`config.mk`:
```
export PLATFORM = sky130hd
export DESIGN_NAME = ctp_regs
export DESIGN_NICKNAME = d
export VERILOG_FILES = /design/src/rtl/ctp_pkg.sv /design/src/rtl/ctp_event_latch.sv /design/src/rtl/ctp_regs.sv
export VERILOG_INCLUDE_DIRS = /design/src /design/src/rtl
export SDC_FILE = /design/constraint.sdc
export NUM_CORES = 1
export LEC_CHECK = 0
export BUFFER_PORTS_ARGS = -buffer_cell sky130_fd_sc_hd__buf_2
export CAP_MARGIN = 0
export CORE_MARGIN = 2
export CORE_UTILIZATION = 48
export CTS_BUF_LIST = sky130_fd_sc_hd__clkbuf_16
export DETAILED_ROUTE_END_ITERATION = 10
export HOLD_SLACK_MARGIN = 0.05
export PLACE_DENSITY_LB_ADDON = 0.15
export SYNTH_ARGS = -nofsm -noshare
export SYNTH_HDL_FRONTEND = slang
export SYNTH_HIERARCHICAL = 1
export SYNTH_SLANG_ARGS = --single-unit
```
`constraint.sdc`:
```
create_clock -name pclk -period 2.4 [get_ports pclk]
set_input_delay 0 -clock pclk [delete_from_list [all_inputs] [get_ports pclk]]
set_output_delay 0 -clock pclk [all_outputs]
set_load 0.01 [all_outputs]
```
`src/rtl/ctp_defines.svh`:
```
// Register offsets, field positions and reset values of the trim/tracking bank
`ifndef CTP_DEFINES_SVH
`define CTP_DEFINES_SVH
`define CTP_OFF_POS_TRIM 8'h22
`define CTP_OFF_NEG_TRIM 8'h23
`define CTP_OFF_PHASE_DET 8'h24
`define CTP_OFF_DUTY 8'h25
`define CTP_OFF_CONTROL 8'h26
`define CTP_OFF_SEARCH 8'h27
`define CTP_OFF_DELAY_HI 8'h28
`define CTP_OFF_GUARD 8'h29
`define CTP_OFF_LOCK_STAT 8'h2A
`define CTP_OFF_IRQ_STAT 8'h2B
`define CTP_OFF_IRQ_MASK 8'h2C
`define CTP_BIT_TRIM_DIR 4
`define CTP_BIT_PD_AUTO 5
`define CTP_BIT_CMP_BOOST 4
`define CTP_BIT_DUTY_AUTO 7
`define CTP_BIT_DUTY_POL 6
`define CTP_BIT_DELAY_LSB 7
`define CTP_BIT_LOCKED 0
`define CTP_BIT_LOST 1
`define CTP_RST_POS_TRIM 8'h00
`define CTP_RST_NEG_TRIM 8'h00
`define CTP_RST_PHASE_DET 8'h00
`define CTP_RST_DUTY 8'h00
`define CTP_RST_CONTROL 8'h42
`define CTP_RST_SEARCH 8'h40
`define CTP_RST_DELAY_HI 8'h00
`define CTP_RST_GUARD 8'h00
`define CTP_RST_IRQ_MASK 2'h0
`endif

```
`src/rtl/ctp_pkg.sv`:
```
// Types of the trim/tracking register bank
package ctp_pkg;
  typedef enum logic [2:0] {
    CTP_IDLE = 3'b001,
    CTP_SETUP = 3'b010,
    CTP_ACCESS = 3'b100
  } ctp_phase_type;
endpackage : ctp_pkg

```
`src/rtl/ctp_event_latch.sv`:
```
// Sticky event bits with write-one-to-clear and masked interrupt
`timescale 1ns/1ps
module ctp_event_latch #(
  parameter int WIDTH = 2
) (
  // Clock and reset
  input wire logic pclk,
  input wire logic presetn,
  // Events and software clear
  input wire logic [WIDTH-1:0] event_pulse,
  input wire logic [WIDTH-1:0] clear_bits,
  input wire logic [WIDTH-1:0] mask_bits,
  // Status
  output logic [WIDTH-1:0] sticky_q,
  output logic irq
);
  always_ff @(posedge pclk or negedge presetn) begin
    if (!presetn) begin
      sticky_q <= '0;
    end else begin
      // Set wins over clear
      sticky_q <= (sticky_q & ~clear_bits) | event_pulse;
    end
  end

  assign irq = |(sticky_q & mask_bits);
endmodule : ctp_event_latch

```
`src/rtl/ctp_regs.sv`:
```
// APB register bank for clock trim and phase-tracking control
// Operation
// [RL1] A 4-bit positive-leg trim offset is writable and resets to zero.
// [RL2] The positive-leg direction bit lowers the level at 0 and raises it at 1, reset 0.
// [RL3] A separate 4-bit negative-leg trim offset is writable and resets to zero.
// [RL4] The negative-leg direction bit lowers the level at 0 and raises it at 1, reset 0.
// [RL5] The phase detector auto-correction enable is read/write and resets to zero.
// [RL6] Comparator boost acts only while phase detector auto-correction is on.
// [RL7] The manual boost bias applies only while comparator boost is off.
// [RL8] The duty-cycle auto-correction enable is read/write and resets to zero.
// [RL9] The manual duty adjust applies only while duty auto-correction is off.
// [RL10] The lock status register is read-only: bit 0 locked, bit 1 lock lost.
// [RL11] The 9-bit delay takes its LSB from bit 7 of one register, the rest from the next.
`timescale 1ns/1ps
`include "ctp_defines.svh"
module ctp_regs (
  // APB
  input wire logic pclk,
  input wire logic presetn,
  input wire logic psel,
  input wire logic penable,
  input wire logic pwrite,
  input wire logic [31:0] paddr,
  input wire logic [31:0] pwdata,
  input wire logic [3:0] pstrb,
  output logic [31:0] prdata,
  output logic pready,
  output logic pslverr,
  // Tracking controller status
  input wire logic tracker_locked,
  input wire logic tracker_lock_lost,
  // Clock leg trim
  output logic [3:0] pos_leg_trim,
  output logic pos_leg_raise,
  output logic [3:0] neg_leg_trim,
  output logic neg_leg_raise,
  // Phase detector
  output logic phase_det_auto_corr_en,
  output logic comparator_boost_en,
  output logic manual_bias_en,
  output logic [3:0] manual_bias,
  // Duty cycle
  output logic tracker_duty_auto_en,
  output logic duty_adjust_polarity,
  output logic manual_duty_en,
  output logic [5:0] duty_manual_adjust,
  // Tracker configuration
  output logic [7:0] tracker_control,
  output logic [4:0] target_phase,
  output logic [1:0] search_direction,
  output logic [8:0] tracker_delay_value,
  output logic [7:0] tracker_guard_retry,
  // Interrupt
  output logic irq
);
  logic [7:0] pos_trim_q;
  logic [7:0] neg_trim_q;
  logic [7:0] phase_det_q;
  logic [7:0] duty_q;
  logic [7:0] control_q;
  logic [7:0] search_q;
  logic [7:0] delay_hi_q;
  logic [7:0] guard_q;
  logic [1:0] irq_mask_q;
  logic [1:0] sticky;
  logic [1:0] locked_prev_q;
  logic [1:0] event_pulse;
  logic [1:0] clear_bits;
  logic [7:0] read_byte;
  logic wr_en;
  logic rd_setup;
  logic wr_low;
  logic access_ok;
  logic addr_hit;
  logic stb_pos_trim;
  logic stb_neg_trim;
  logic stb_phase_det;
  logic stb_duty;
  logic stb_control;
  logic stb_search;
  logic stb_delay_hi;
  logic stb_guard;
  logic stb_irq_stat;
  logic stb_irq_mask;
  ctp_pkg::ctp_phase_type phase_q;
  ctp_pkg::ctp_phase_type phase_d;

  function automatic logic sel(input logic [31:0] addr, input logic [7:0] off);
    sel = (addr[31:10] == 22'h0) && (addr[9:2] == off) && (addr[1:0] == 2'b00);
  endfunction : sel

  // Zero wait states: every access phase completes at once
  assign pready = 1'b1;
  // Only an access phase that follows its setup cycle may write
  assign access_ok = psel && penable && (phase_q == ctp_pkg::CTP_SETUP);
  assign wr_en = access_ok && pwrite;
  assign rd_setup = psel && !penable && !pwrite;
  // Low byte write only when its lane is enabled
  assign wr_low = wr_en && pstrb[0];

  // Write strobes, decoded once per register
  assign stb_pos_trim = wr_low && sel(paddr, `CTP_OFF_POS_TRIM);
  assign stb_neg_trim = wr_low && sel(paddr, `CTP_OFF_NEG_TRIM);
  assign stb_phase_det = wr_low && sel(paddr, `CTP_OFF_PHASE_DET);
  assign stb_duty = wr_low && sel(paddr, `CTP_OFF_DUTY);
  assign stb_control = wr_low && sel(paddr, `CTP_OFF_CONTROL);
  assign stb_search = wr_low && sel(paddr, `CTP_OFF_SEARCH);
  assign stb_delay_hi = wr_low && sel(paddr, `CTP_OFF_DELAY_HI);
  assign stb_guard = wr_low && sel(paddr, `CTP_OFF_GUARD);
  assign stb_irq_stat = wr_low && sel(paddr, `CTP_OFF_IRQ_STAT);
  assign stb_irq_mask = wr_low && sel(paddr, `CTP_OFF_IRQ_MASK);

  // Bus phase of the previous cycle; a held access cannot write twice
  always_comb begin
    phase_d = ctp_pkg::CTP_IDLE;
    case (phase_q)
      ctp_pkg::CTP_IDLE: begin
        if (psel && !penable) begin
          phase_d = ctp_pkg::CTP_SETUP;
        end
      end
      ctp_pkg::CTP_SETUP: begin
        if (psel && penable) begin
          phase_d = ctp_pkg::CTP_ACCESS;
        end else if (psel) begin
          phase_d = ctp_pkg::CTP_SETUP;
        end
      end
      ctp_pkg::CTP_ACCESS: begin
        if (psel && !penable) begin
          phase_d = ctp_pkg::CTP_SETUP;
        end
      end
      default: phase_d = ctp_pkg::CTP_IDLE;
    endcase
  end

  always_ff @(posedge pclk or negedge presetn) begin
    if (!presetn) begin
      phase_q <= ctp_pkg::CTP_IDLE;
    end else begin
      phase_q <= phase_d;
    end
  end

  always_comb begin
    addr_hit = 1'b1;
    case (paddr[9:2])
      `CTP_OFF_POS_TRIM: read_byte = pos_trim_q;
      `CTP_OFF_NEG_TRIM: read_byte = neg_trim_q;
      `CTP_OFF_PHASE_DET: read_byte = phase_det_q;
      `CTP_OFF_DUTY: read_byte = duty_q;
      `CTP_OFF_CONTROL: read_byte = control_q;
      `CTP_OFF_SEARCH: read_byte = search_q;
      `CTP_OFF_DELAY_HI: read_byte = delay_hi_q;
      `CTP_OFF_GUARD: read_byte = guard_q;
      `CTP_OFF_LOCK_STAT: read_byte = {6'h00, tracker_lock_lost, tracker_locked}; // [RL10]
      `CTP_OFF_IRQ_STAT: read_byte = {6'h00, sticky};
      `CTP_OFF_IRQ_MASK: read_byte = {6'h00, irq_mask_q};
      default: begin
        read_byte = 8'h00;
        addr_hit = 1'b0;
      end
    endcase
    if ((paddr[31:10] != 22'h0) || (paddr[1:0] != 2'b00)) begin
      addr_hit = 1'b0;
    end
  end

  // Unmapped access answers with error; writes there are dropped
  assign pslverr = psel && penable && !addr_hit;

  always_ff @(posedge pclk or negedge presetn) begin
    if (!presetn) begin
      prdata <= 32'h0000_0000;
    end else if (rd_setup) begin
      prdata <= {24'h00_0000, read_byte};
    end
  end

  // Trim bits 7:5 are unused and read as zero
  always_ff @(posedge pclk or negedge presetn) begin
    if (!presetn) begin
      pos_trim_q <= `CTP_RST_POS_TRIM;
    end else if (stb_pos_trim) begin
      pos_trim_q <= {3'b000, pwdata[4:0]}; // [RL1] [RL2]
    end
  end

  always_ff @(posedge pclk or negedge presetn) begin
    if (!presetn) begin
      neg_trim_q <= `CTP_RST_NEG_TRIM;
    end else if (stb_neg_trim) begin
      neg_trim_q <= {3'b000, pwdata[4:0]}; // [RL3] [RL4]
    end
  end

  // Phase detector bits 7:6 are unused
  always_ff @(posedge pclk or negedge presetn) begin
    if (!presetn) begin
      phase_det_q <= `CTP_RST_PHASE_DET;
    end else if (stb_phase_det) begin
      phase_det_q <= {2'b00, pwdata[5:0]}; // [RL5]
    end
  end

  always_ff @(posedge pclk or negedge presetn) begin
    if (!presetn) begin
      duty_q <= `CTP_RST_DUTY;
    end else if (stb_duty) begin
      duty_q <= pwdata[7:0]; // [RL8]
    end
  end

  // Control bit 7 is unused
  always_ff @(posedge pclk or negedge presetn) begin
    if (!presetn) begin
      control_q <= `CTP_RST_CONTROL;
    end else if (stb_control) begin
      control_q <= {1'b0, pwdata[6:0]};
    end
  end

  always_ff @(posedge pclk or negedge presetn) begin
    if (!presetn) begin
      search_q <= `CTP_RST_SEARCH;
    end else if (stb_search) begin
      search_q <= pwdata[7:0];
    end
  end

  always_ff @(posedge pclk or negedge presetn) begin
    if (!presetn) begin
      delay_hi_q <= `CTP_RST_DELAY_HI;
    end else if (stb_delay_hi) begin
      delay_hi_q <= pwdata[7:0];
    end
  end

  always_ff @(posedge pclk or negedge presetn) begin
    if (!presetn) begin
      guard_q <= `CTP_RST_GUARD;
    end else if (stb_guard) begin
      guard_q <= pwdata[7:0];
    end
  end

  always_ff @(posedge pclk or negedge presetn) begin
    if (!presetn) begin
      irq_mask_q <= `CTP_RST_IRQ_MASK;
    end else if (stb_irq_mask) begin
      irq_mask_q <= pwdata[1:0];
    end
  end

  // Rising edges of locked and lost raise events
  always_ff @(posedge pclk or negedge presetn) begin
    if (!presetn) begin
      locked_prev_q <= 2'b00;
    end else begin
      locked_prev_q <= {tracker_lock_lost, tracker_locked};
    end
  end

  assign event_pulse = {tracker_lock_lost, tracker_locked} & ~locked_prev_q;
  assign clear_bits = stb_irq_stat ? pwdata[1:0] : 2'b00;

  ctp_event_latch #(
    .WIDTH(2)
  ) u_events (
    .pclk(pclk),
    .presetn(presetn),
    .event_pulse(event_pulse),
    .clear_bits(clear_bits),
    .mask_bits(irq_mask_q),
    .sticky_q(sticky),
    .irq(irq)
  );

  assign pos_leg_trim = pos_trim_q[3:0]; // [RL1]
  assign pos_leg_raise = pos_trim_q[`CTP_BIT_TRIM_DIR]; // [RL2]
  assign neg_leg_trim = neg_trim_q[3:0]; // [RL3]
  assign neg_leg_raise = neg_trim_q[`CTP_BIT_TRIM_DIR]; // [RL4]
  assign phase_det_auto_corr_en = phase_det_q[`CTP_BIT_PD_AUTO]; // [RL5]
  assign comparator_boost_en = phase_det_q[`CTP_BIT_PD_AUTO] &&
                               phase_det_q[`CTP_BIT_CMP_BOOST]; // [RL6]
  // Ignored fields show zero on the output; the register keeps them
  assign manual_bias_en = !comparator_boost_en; // [RL7]
  assign manual_bias = manual_bias_en ? phase_det_q[3:0] : 4'h0; // [RL7]
  assign tracker_duty_auto_en = duty_q[`CTP_BIT_DUTY_AUTO]; // [RL8]
  assign duty_adjust_polarity = duty_q[`CTP_BIT_DUTY_POL];
  assign manual_duty_en = !duty_q[`CTP_BIT_DUTY_AUTO]; // [RL9]
  assign duty_manual_adjust = manual_duty_en ? duty_q[5:0] : 6'h00; // [RL9]
  assign tracker_control = control_q;
  assign target_phase = search_q[4:0];
  assign search_direction = search_q[6:5];
  assign tracker_delay_value = {delay_hi_q, search_q[`CTP_BIT_DELAY_LSB]}; // [RL11]
  assign tracker_guard_retry = guard_q;
endmodule : ctp_regs

```
==> impl_metrics.py, run 1 <==
metrics = {
    "sta": {
        "finalCritPeriodShare_pct": 92.8,
        "hold_violations": 0,
        "min_period_ns": 2.23,
        "slew-limit-headroom_pct": 50.3,
        "finalSetupViolCount": 0,
        "rsz0062_at_grt": "no",
        "slew_violations": 0,
        "worst_slew_pin_slew_ns": 0.746,
        "skew_ns": 0.00868,
        "fmax_mhz": 449,
        "fin_tns_setup_ns": 0,
    },
    "synthesis": {
        "ys_types": 57,
        "async_flop_share_pct": 100,
        "syn_avg_cell_area_um2": 11.7,
        "syn_area_um2": 3920,
        "synthFlopType": "dfrtp_1",
        "post_synth_inst_count": 336,
        "synth_edf_count": 0,
        "synth_seq_cells": 72,
        "yosysWarnings": 6,
        "yosysSeqAreaShare_pct": 46.1,
    },
    "power_and_ir_drop": {
        "switching_share_pct": 22.9,
        "p_leak_nw": 2.57,
        "pwr-share-seq_pct": 42.7,
        "p_sw_w": 0.000660,
        "intPower_w": 0.00222,
        "pwr-share-clk_pct": 49.7,
        "finalPower_w": 0.00288,
        "power_frac_comb_pct": 7.6,
        "peakVddDrop_mv": 0.356,
        "power_per_cell_area_nw_per_um2": 570,
    },
    "floorplan": {
        "ios": 168,
        "die_h_um": 94.4,
        "core.rowCount": 32,
        "die_x_um": 94.4,
        "coreArea_um2": 7810,
        "initial_utilization_pct": 50.2,
        "die_area_um2": 8900,
    },
    "clock_tree": {
        "cts_tree": "done",
        "h-tree-depth": 3,
        "clk_latency_ns": 0.33,
        "cts.sinks": 72,
        "clock_path_buffers": 2,
        "root_buffer": "clkbuf_16",
        "postCtsResizedCells": 0,
        "clkSlewWorstSetupHoldPaths_ns": 0.06,
        "cts_made_buffers": 9,
    },
    "global_routing": {
        "grtUsageTotal_pct": 24.5,
        "grt_pass1_wl_um": 16600,
        "gr-total-overflow": 0,
        "grt_start_max_net_pins": 42,
        "first_global_vias": 3119,
        "antenna_found_initial": 0,
    },
    "final_layout": {
        "final_area_um2": 5050,
        "final_common_cell": "buf_2",
        "area_delta_synth_final_pct": 29.0,
        "multi_input_area_um2": 1920,
        "fill_cells": 664,
        "ff_latch_area_um2": 1810,
        "final_cell_mix": "buf_2 (114), dfrtp_1 (68), mux2_2 (61), conb_1 (26), buf_4 (19)",
        "nets": 550,
        "final_core_utilization_pct": 64.7,
        "drive_gt1_share_pct": 47.7,
        "n_antenna_cell": 0,
    },
    "setup_path": {
        "path_class": "flip-flop to flip-flop",
        "critPathRequiredTime_ns": 2.61,
        "cp.arrival_ns": 2.43,
        "start_kind": "flip-flop",
        "crit_path_end_kind": "flip-flop",
        "crit_fanout": 10,
    },
    "detailed_routing": {
        "ant_nets": 0,
        "drt_iter0_markers": 190,
        "vias_per_cell": 5.58,
        "wire_per_inst_um": 18.1,
        "drt-total-wl_um": 10500,
        "num_vias": 3247,
        "drc": 0,
        "first_pass_iters": 5,
    },
    "place": {
        "portBuffers": 114,
        "place_area_um2": 4600,
        "dp_hpwl_um": 7610,
        "place_congestion": 0.935,
    },
    "status": {
        "status": "finished, final reports clean",
    },
    "flow_run": {
        "drv_cap": 0,
    },
    "hold_path": {
        "hold_class": "primary input to flip-flop",
    },
}
through the flow:
stage / std cells / hold WS (ns) / worst slack [ns]
4_1_cts: 582 / 0.0520 / 0.173
5_1_grt: 582 / 0.0851 / 0.0571
3_3_place_gp: 553 / 0.0870 / 0.196
2_1_floorplan: 360 / -0.296 / 0.309
3_5_place_dp: 553 / 0.114 / 0.188
6_report: 582 / 0.0795 / 0.172
cells in the mapped netlist (all sizes together), types with 2 or more instances:
| library cell | number | area, um2 |
|---|---|---|
| nor2 | 12 | 45.0 |
| nor4 | 9 | 86.3 |
| nor4b | 4 | 56.3 |
| buf | 32 | 225 |
| nand2 | 18 | 67.6 |
| and2 | 7 | 43.8 |
| clkbuf | 11 | 41.3 |
| and4 | 3 | 26.3 |
| nand4 | 3 | 18.8 |
| a21oi | 4 | 20.0 |
| mux2i | 8 | 80.1 |
| conb | 2 | 7.51 |
| inv | 4 | 15.0 |
| nand4b | 6 | 52.6 |
| nor3b | 2 | 15.0 |
| nand3 | 4 | 20.0 |
| o311a | 2 | 20.0 |
| nor3 | 6 | 55.1 |
| a31oi | 3 | 18.8 |
| a21o | 2 | 16.3 |
| o2bb2ai | 3 | 26.3 |
| dfrtp | 68 | 1700 |
| a222oi | 2 | 20.0 |
| dfstp | 4 | 105 |
| nand2b | 5 | 31.3 |
| or3b | 2 | 17.5 |
| a22oi | 2 | 15.0 |
| or4bb | 3 | 33.8 |
| mux2 | 63 | 709 |
| nor2b | 13 | 81.3 |
| a32oi | 5 | 43.8 |
| o21ai | 5 | 25.0 |
| a22o | 3 | 26.3 |
| nand3b | 2 | 15.0 |
power by group through the flow:
stage	sequential, W	combinational (W)	clock (W)
2_1_floorplan	0.00125	0.000121	0
3_3_place_gp	0.00125	0.000200	0
3_5_place_dp	0.00125	0.000202	0
4_1_cts	0.00123	0.000220	0.00145
5_1_grt	0.00123	0.000244	0.00150
6_report	0.00123	0.000220	0.00143
critical path, cell delays in order (launching register included):
cell and delay, ns:
dfstp_2 0.37, or3b_1 0.42, nand4b_1 0.21, buf_4 0.23, nor4b_4 0.30, buf_4 0.23
mux2_2 0.35
sequential cells by signal (all words and copies together), names as in the netlist:
register and cells:
pos_trim_q 5, phase_q 3, prdata 8, tracker_guard_retry 8, phase_det_q 6, search_q 8
neg_trim_q 5, locked_prev_q 2, duty_q 8, delay_hi_q 8, u_events/sticky_q 2, irq_mask_q 2
tracker_control 7
timing repair:
item | CTS | global route
buffers inserted | 0 | 0
hold buffers | 13 | 0
endpoints found under the hold margin | 76 | 0
final timing paths:
| kind | startpoint | to | slack (ns) | cells after the start |
|---|---|---|---|---|
| max reg2reg | phase_q[0]$_DFF_PN1_ | delay_hi_q[7]$_DFFE_PN0P_ | 0.17 | 6 |
| min reg2reg | prdata[3]$_DFFE_PN0P_ | prdata[3]$_DFFE_PN0P_ | 0.48 | 2 |
| max in group asynchronous | presetn | search_q[6]$_DFFE_PN1P_ | 1.40 | 3 |
| min | pwdata[1] | tracker_control[1]$_DFFE_PN1P_ | 0.08 | 2 |
| max | phase_q[0]$_DFF_PN1_ | delay_hi_q[7]$_DFFE_PN0P_ | 0.17 | 6 |
| min in group asynchronous | presetn | search_q[3]$_DFFE_PN0P_ | 0.27 | 2 |
layer usage:
layer / wire (um) / track usage [%] / vias to the layer above
li1: - / - / 1479
met1: 4700 / 34.8 / 1591
met2: 4890 / 38.8 / 156
met3: 681 / 3.35 / 21
met4: 247 / 8.57 / 0
met5: 0 / 0 / -
cells by family (layout without fill, tap and decap cells):
kind of cell | Yosys count | after routing | synth area share (%)
compound gates | 39 | 39 | 7.70
mux | 72 | 72 | 20.7
buf+inv | 47 | 167 | 7.18
simple gates | 103 | 103 | 17.9
xor+xnor | 1 | 1 | 0.224
other cells | 2 | 26 | 0.192
flops | 72 | 72 | 46.1
cell type report:
cell class / count / share of cell area (%)
Clock inverter: 7 / 1.88
Tap cell: 102 / 2.53
Inverter: 4 / 0.297
Multi-Input combinational cell: 241 / 38.0
Sequential cell: 72 / 35.8
Timing Repair Buffer: 147 / 17.1
Clock buffer: 9 / 4.46
Note: power is estimated with default switching activity, not from simulation.
==> run 2, diff against run 1 <==
--- a/config.mk
+++ b/config.mk
@@ -9,7 +9,7 @@
 export BUFFER_PORTS_ARGS = -buffer_cell sky130_fd_sc_hd__buf_2
 export CAP_MARGIN = 0
 export CORE_MARGIN = 2
-export CORE_UTILIZATION = 48
+export CORE_UTILIZATION = 43
 export CTS_BUF_LIST = sky130_fd_sc_hd__clkbuf_16
 export DETAILED_ROUTE_END_ITERATION = 10
 export HOLD_SLACK_MARGIN = 0.05
==> constraint.sdc (replaced) <==
create_clock -name pclk -period 1.8 [get_ports pclk]
set_input_delay 0 -clock pclk [delete_from_list [all_inputs] [get_ports pclk]]
set_output_delay 0 -clock pclk [all_outputs]
set_load 0.01 [all_outputs]
==> impl_metrics.py, run 2 (synthesis results as in run 1) <==
metrics = {
    "global_routing": {
        "grt_start_max_net_pins": 73,
        "grt_pass1_wl_um": 17600,
        "antenna_found_initial": 0,
        "grtUsageTotal_pct": 23.3,
        "first_global_vias": 3289,
        "gr-total-overflow": 0,
    },
    "detailed_routing": {
        "vias_per_cell": 5.46,
        "drt_iter0_markers": 138,
        "first_pass_iters": 4,
        "num_vias": 3295,
        "ant_nets": 0,
        "drt-total-wl_um": 11400,
        "drc": 0,
        "wire_per_inst_um": 18.8,
    },
    "sta": {
        "finalSetupViolCount": 59,
        "rsz0062_at_grt": "yes",
        "hold_violations": 0,
        "fin_ws_ns": -0.268,
        "slew_violations": 0,
        "fmax_mhz": 484,
        "finalCritPeriodShare_pct": 115,
        "worst_slew_pin_slew_ns": 0.594,
        "min_period_ns": 2.07,
        "skew_ns": 0.00727,
        "fin_tns_setup_ns": -12.09,
        "slew-limit-headroom_pct": 59.8,
    },
    "status": {
        "violations": "setup timing",
        "status": "complete, but fails checks",
    },
    "setup_path": {
        "worstPathCellList": "or3b_4 > nand4b_1 > buf_6 > nor4b_4 > buf_6 > mux2_4",
        "start_kind": "flip-flop",
        "timing.critical_path.slowest_cell_delay_ns": 0.38,
        "crit_path_end_kind": "flip-flop",
        "crit_top_cell": "buf_6",
        "crit_fanout": 8,
        "slowest_stage": "or3b_4",
        "path_class": "flip-flop to flip-flop",
        "critPathRequiredTime_ns": 2.02,
        "cp.arrival_ns": 2.28,
    },
    "final_layout": {
        "ff_latch_area_um2": 1810,
        "area_delta_synth_final_pct": 36.2,
        "n_antenna_cell": 0,
        "drive_gt1_share_pct": 50.0,
        "final_cells": 604,
        "final_core_utilization_pct": 60.9,
        "fill_cells": 723,
        "multi_input_area_um2": 2080,
        "nets": 566,
        "final_cell_mix": "buf_2 (114), dfrtp_1 (68), mux2_4 (39), buf_4 (30), conb_1 (26)",
        "final_common_cell": "buf_2",
    },
    "flow_run": {
        "drv_cap": 0,
    },
    "floorplan": {
        "initial_utilization_pct": 44.7,
        "ios": 168,
        "core.rowCount": 34,
        "die_area_um2": 9890,
        "die_x_um": 99.5,
        "die_h_um": 99.5,
        "coreArea_um2": 8760,
    },
    "clock_tree": {
        "cts_tree": "done",
        "clk_latency_ns": 0.34,
        "cts_made_buffers": 9,
        "clkSlewWorstSetupHoldPaths_ns": 0.06,
        "cts.sinks": 72,
        "clock_path_buffers": 2,
        "h-tree-depth": 3,
        "root_buffer": "clkbuf_16",
    },
    "power_and_ir_drop": {
        "p_leak_nw": 2.69,
        "peakVddDrop_mv": 0.550,
        "power_per_cell_area_nw_per_um2": 692,
    },
    "place": {
        "place_ws_ns": -0.307,
        "dp_hpwl_um": 8090,
        "dp.cells": 574,
        "portBuffers": 114,
        "place_congestion": 0.896,
    },
    "hold_path": {
        "hold_class": "primary input to flip-flop",
    },
}
==> run 2: cell count changes in the layout (fill, tap and decap cells not counted), sizes merged <==
cell,before,now
clkinv,3,4
bufinv,2,1
inv,5,4
buf,134,150
clkinvlp,1,2
==> run 2: repair_timing <==
item | in CTS | in global routing
endpoints found under the setup margin | 58 | 59
resized for setup | 36 | 0
setup buffers | 1 | 0
hold buffers | 13 | 0
pin swaps | 4 | 0
endpoints found under the hold margin | 118 | 0
==> run 2: layout make-up <==
cell class	count	share of cell area, %
well taps	108	2.53
clock inverters	7	1.17
inverters	4	0.281
clock buffers	9	4.22
repair buffers	163	18.9
flip-flops and latches	72	33.8
multi-input cells	241	39.0
==> run 2: report_power, final <==
part           switching, W  internal, W
registers        0.00000622      0.00163
logic              0.000191     0.000124
clock network      0.000683      0.00106
total              0.000881      0.00281
==> run 2: critical path: cells and delay by family, from the launching register on <==
kind	cells	cell delay, ns
and+or+nand+nor	3	0.87
muxes	1	0.31
DFF	1	0.37
buffers and inverters	2	0.39
==> run 2: path summary, 6_finish.rpt <==
check                           cells past startpoint  slack [ns]                   from                                  to
worst max-delay path                                6       -0.27   phase_q[0]$_DFF_PN1_           delay_hi_q[5]$_DFFE_PN0P_
worst min register to register                      2        0.47  prdata[2]$_DFFE_PN0P_               prdata[2]$_DFFE_PN0P_
min in group asynchronous                           3        0.21                presetn             search_q[0]$_DFFE_PN0P_
worst min-delay path                                2        0.09              pwdata[1]  tracker_guard_retry[1]$_DFFE_PN0P_
max in group asynchronous                           3        1.22                presetn                phase_q[0]$_DFF_PN1_
worst max register to register                      6       -0.27   phase_q[0]$_DFF_PN1_           delay_hi_q[5]$_DFFE_PN0P_
==> run 2: metal layers <==
| layer | GRT usage (%) | vias up | routed length, um | part of all wire [%] |
|---|---|---|---|---|
| met1 | 31.7 | 1648 | 4970 | 44 |
| li1 | - | 1502 | - | - |
| met4 | 8.75 | 0 | 131 | 1.2 |
| met3 | 3.37 | 10 | 779 | 6.9 |
| met2 | 38.0 | 135 | 5490 | 48 |
| met5 | 0 | - | 0 | 0 |
==> run 2: metrics by stage <==
stage	hold WS [ns]	power (W)	cell area (um2)
after floorplan	-0.296	0.00183	4050
after global placement	0.0552	0.00196	4780
after detailed placement	0.0621	0.00196	4780
after CTS	0.0849	0.00372	5340
after global routing	0.117	0.00382	5340
final	0.0939	0.00370	5340
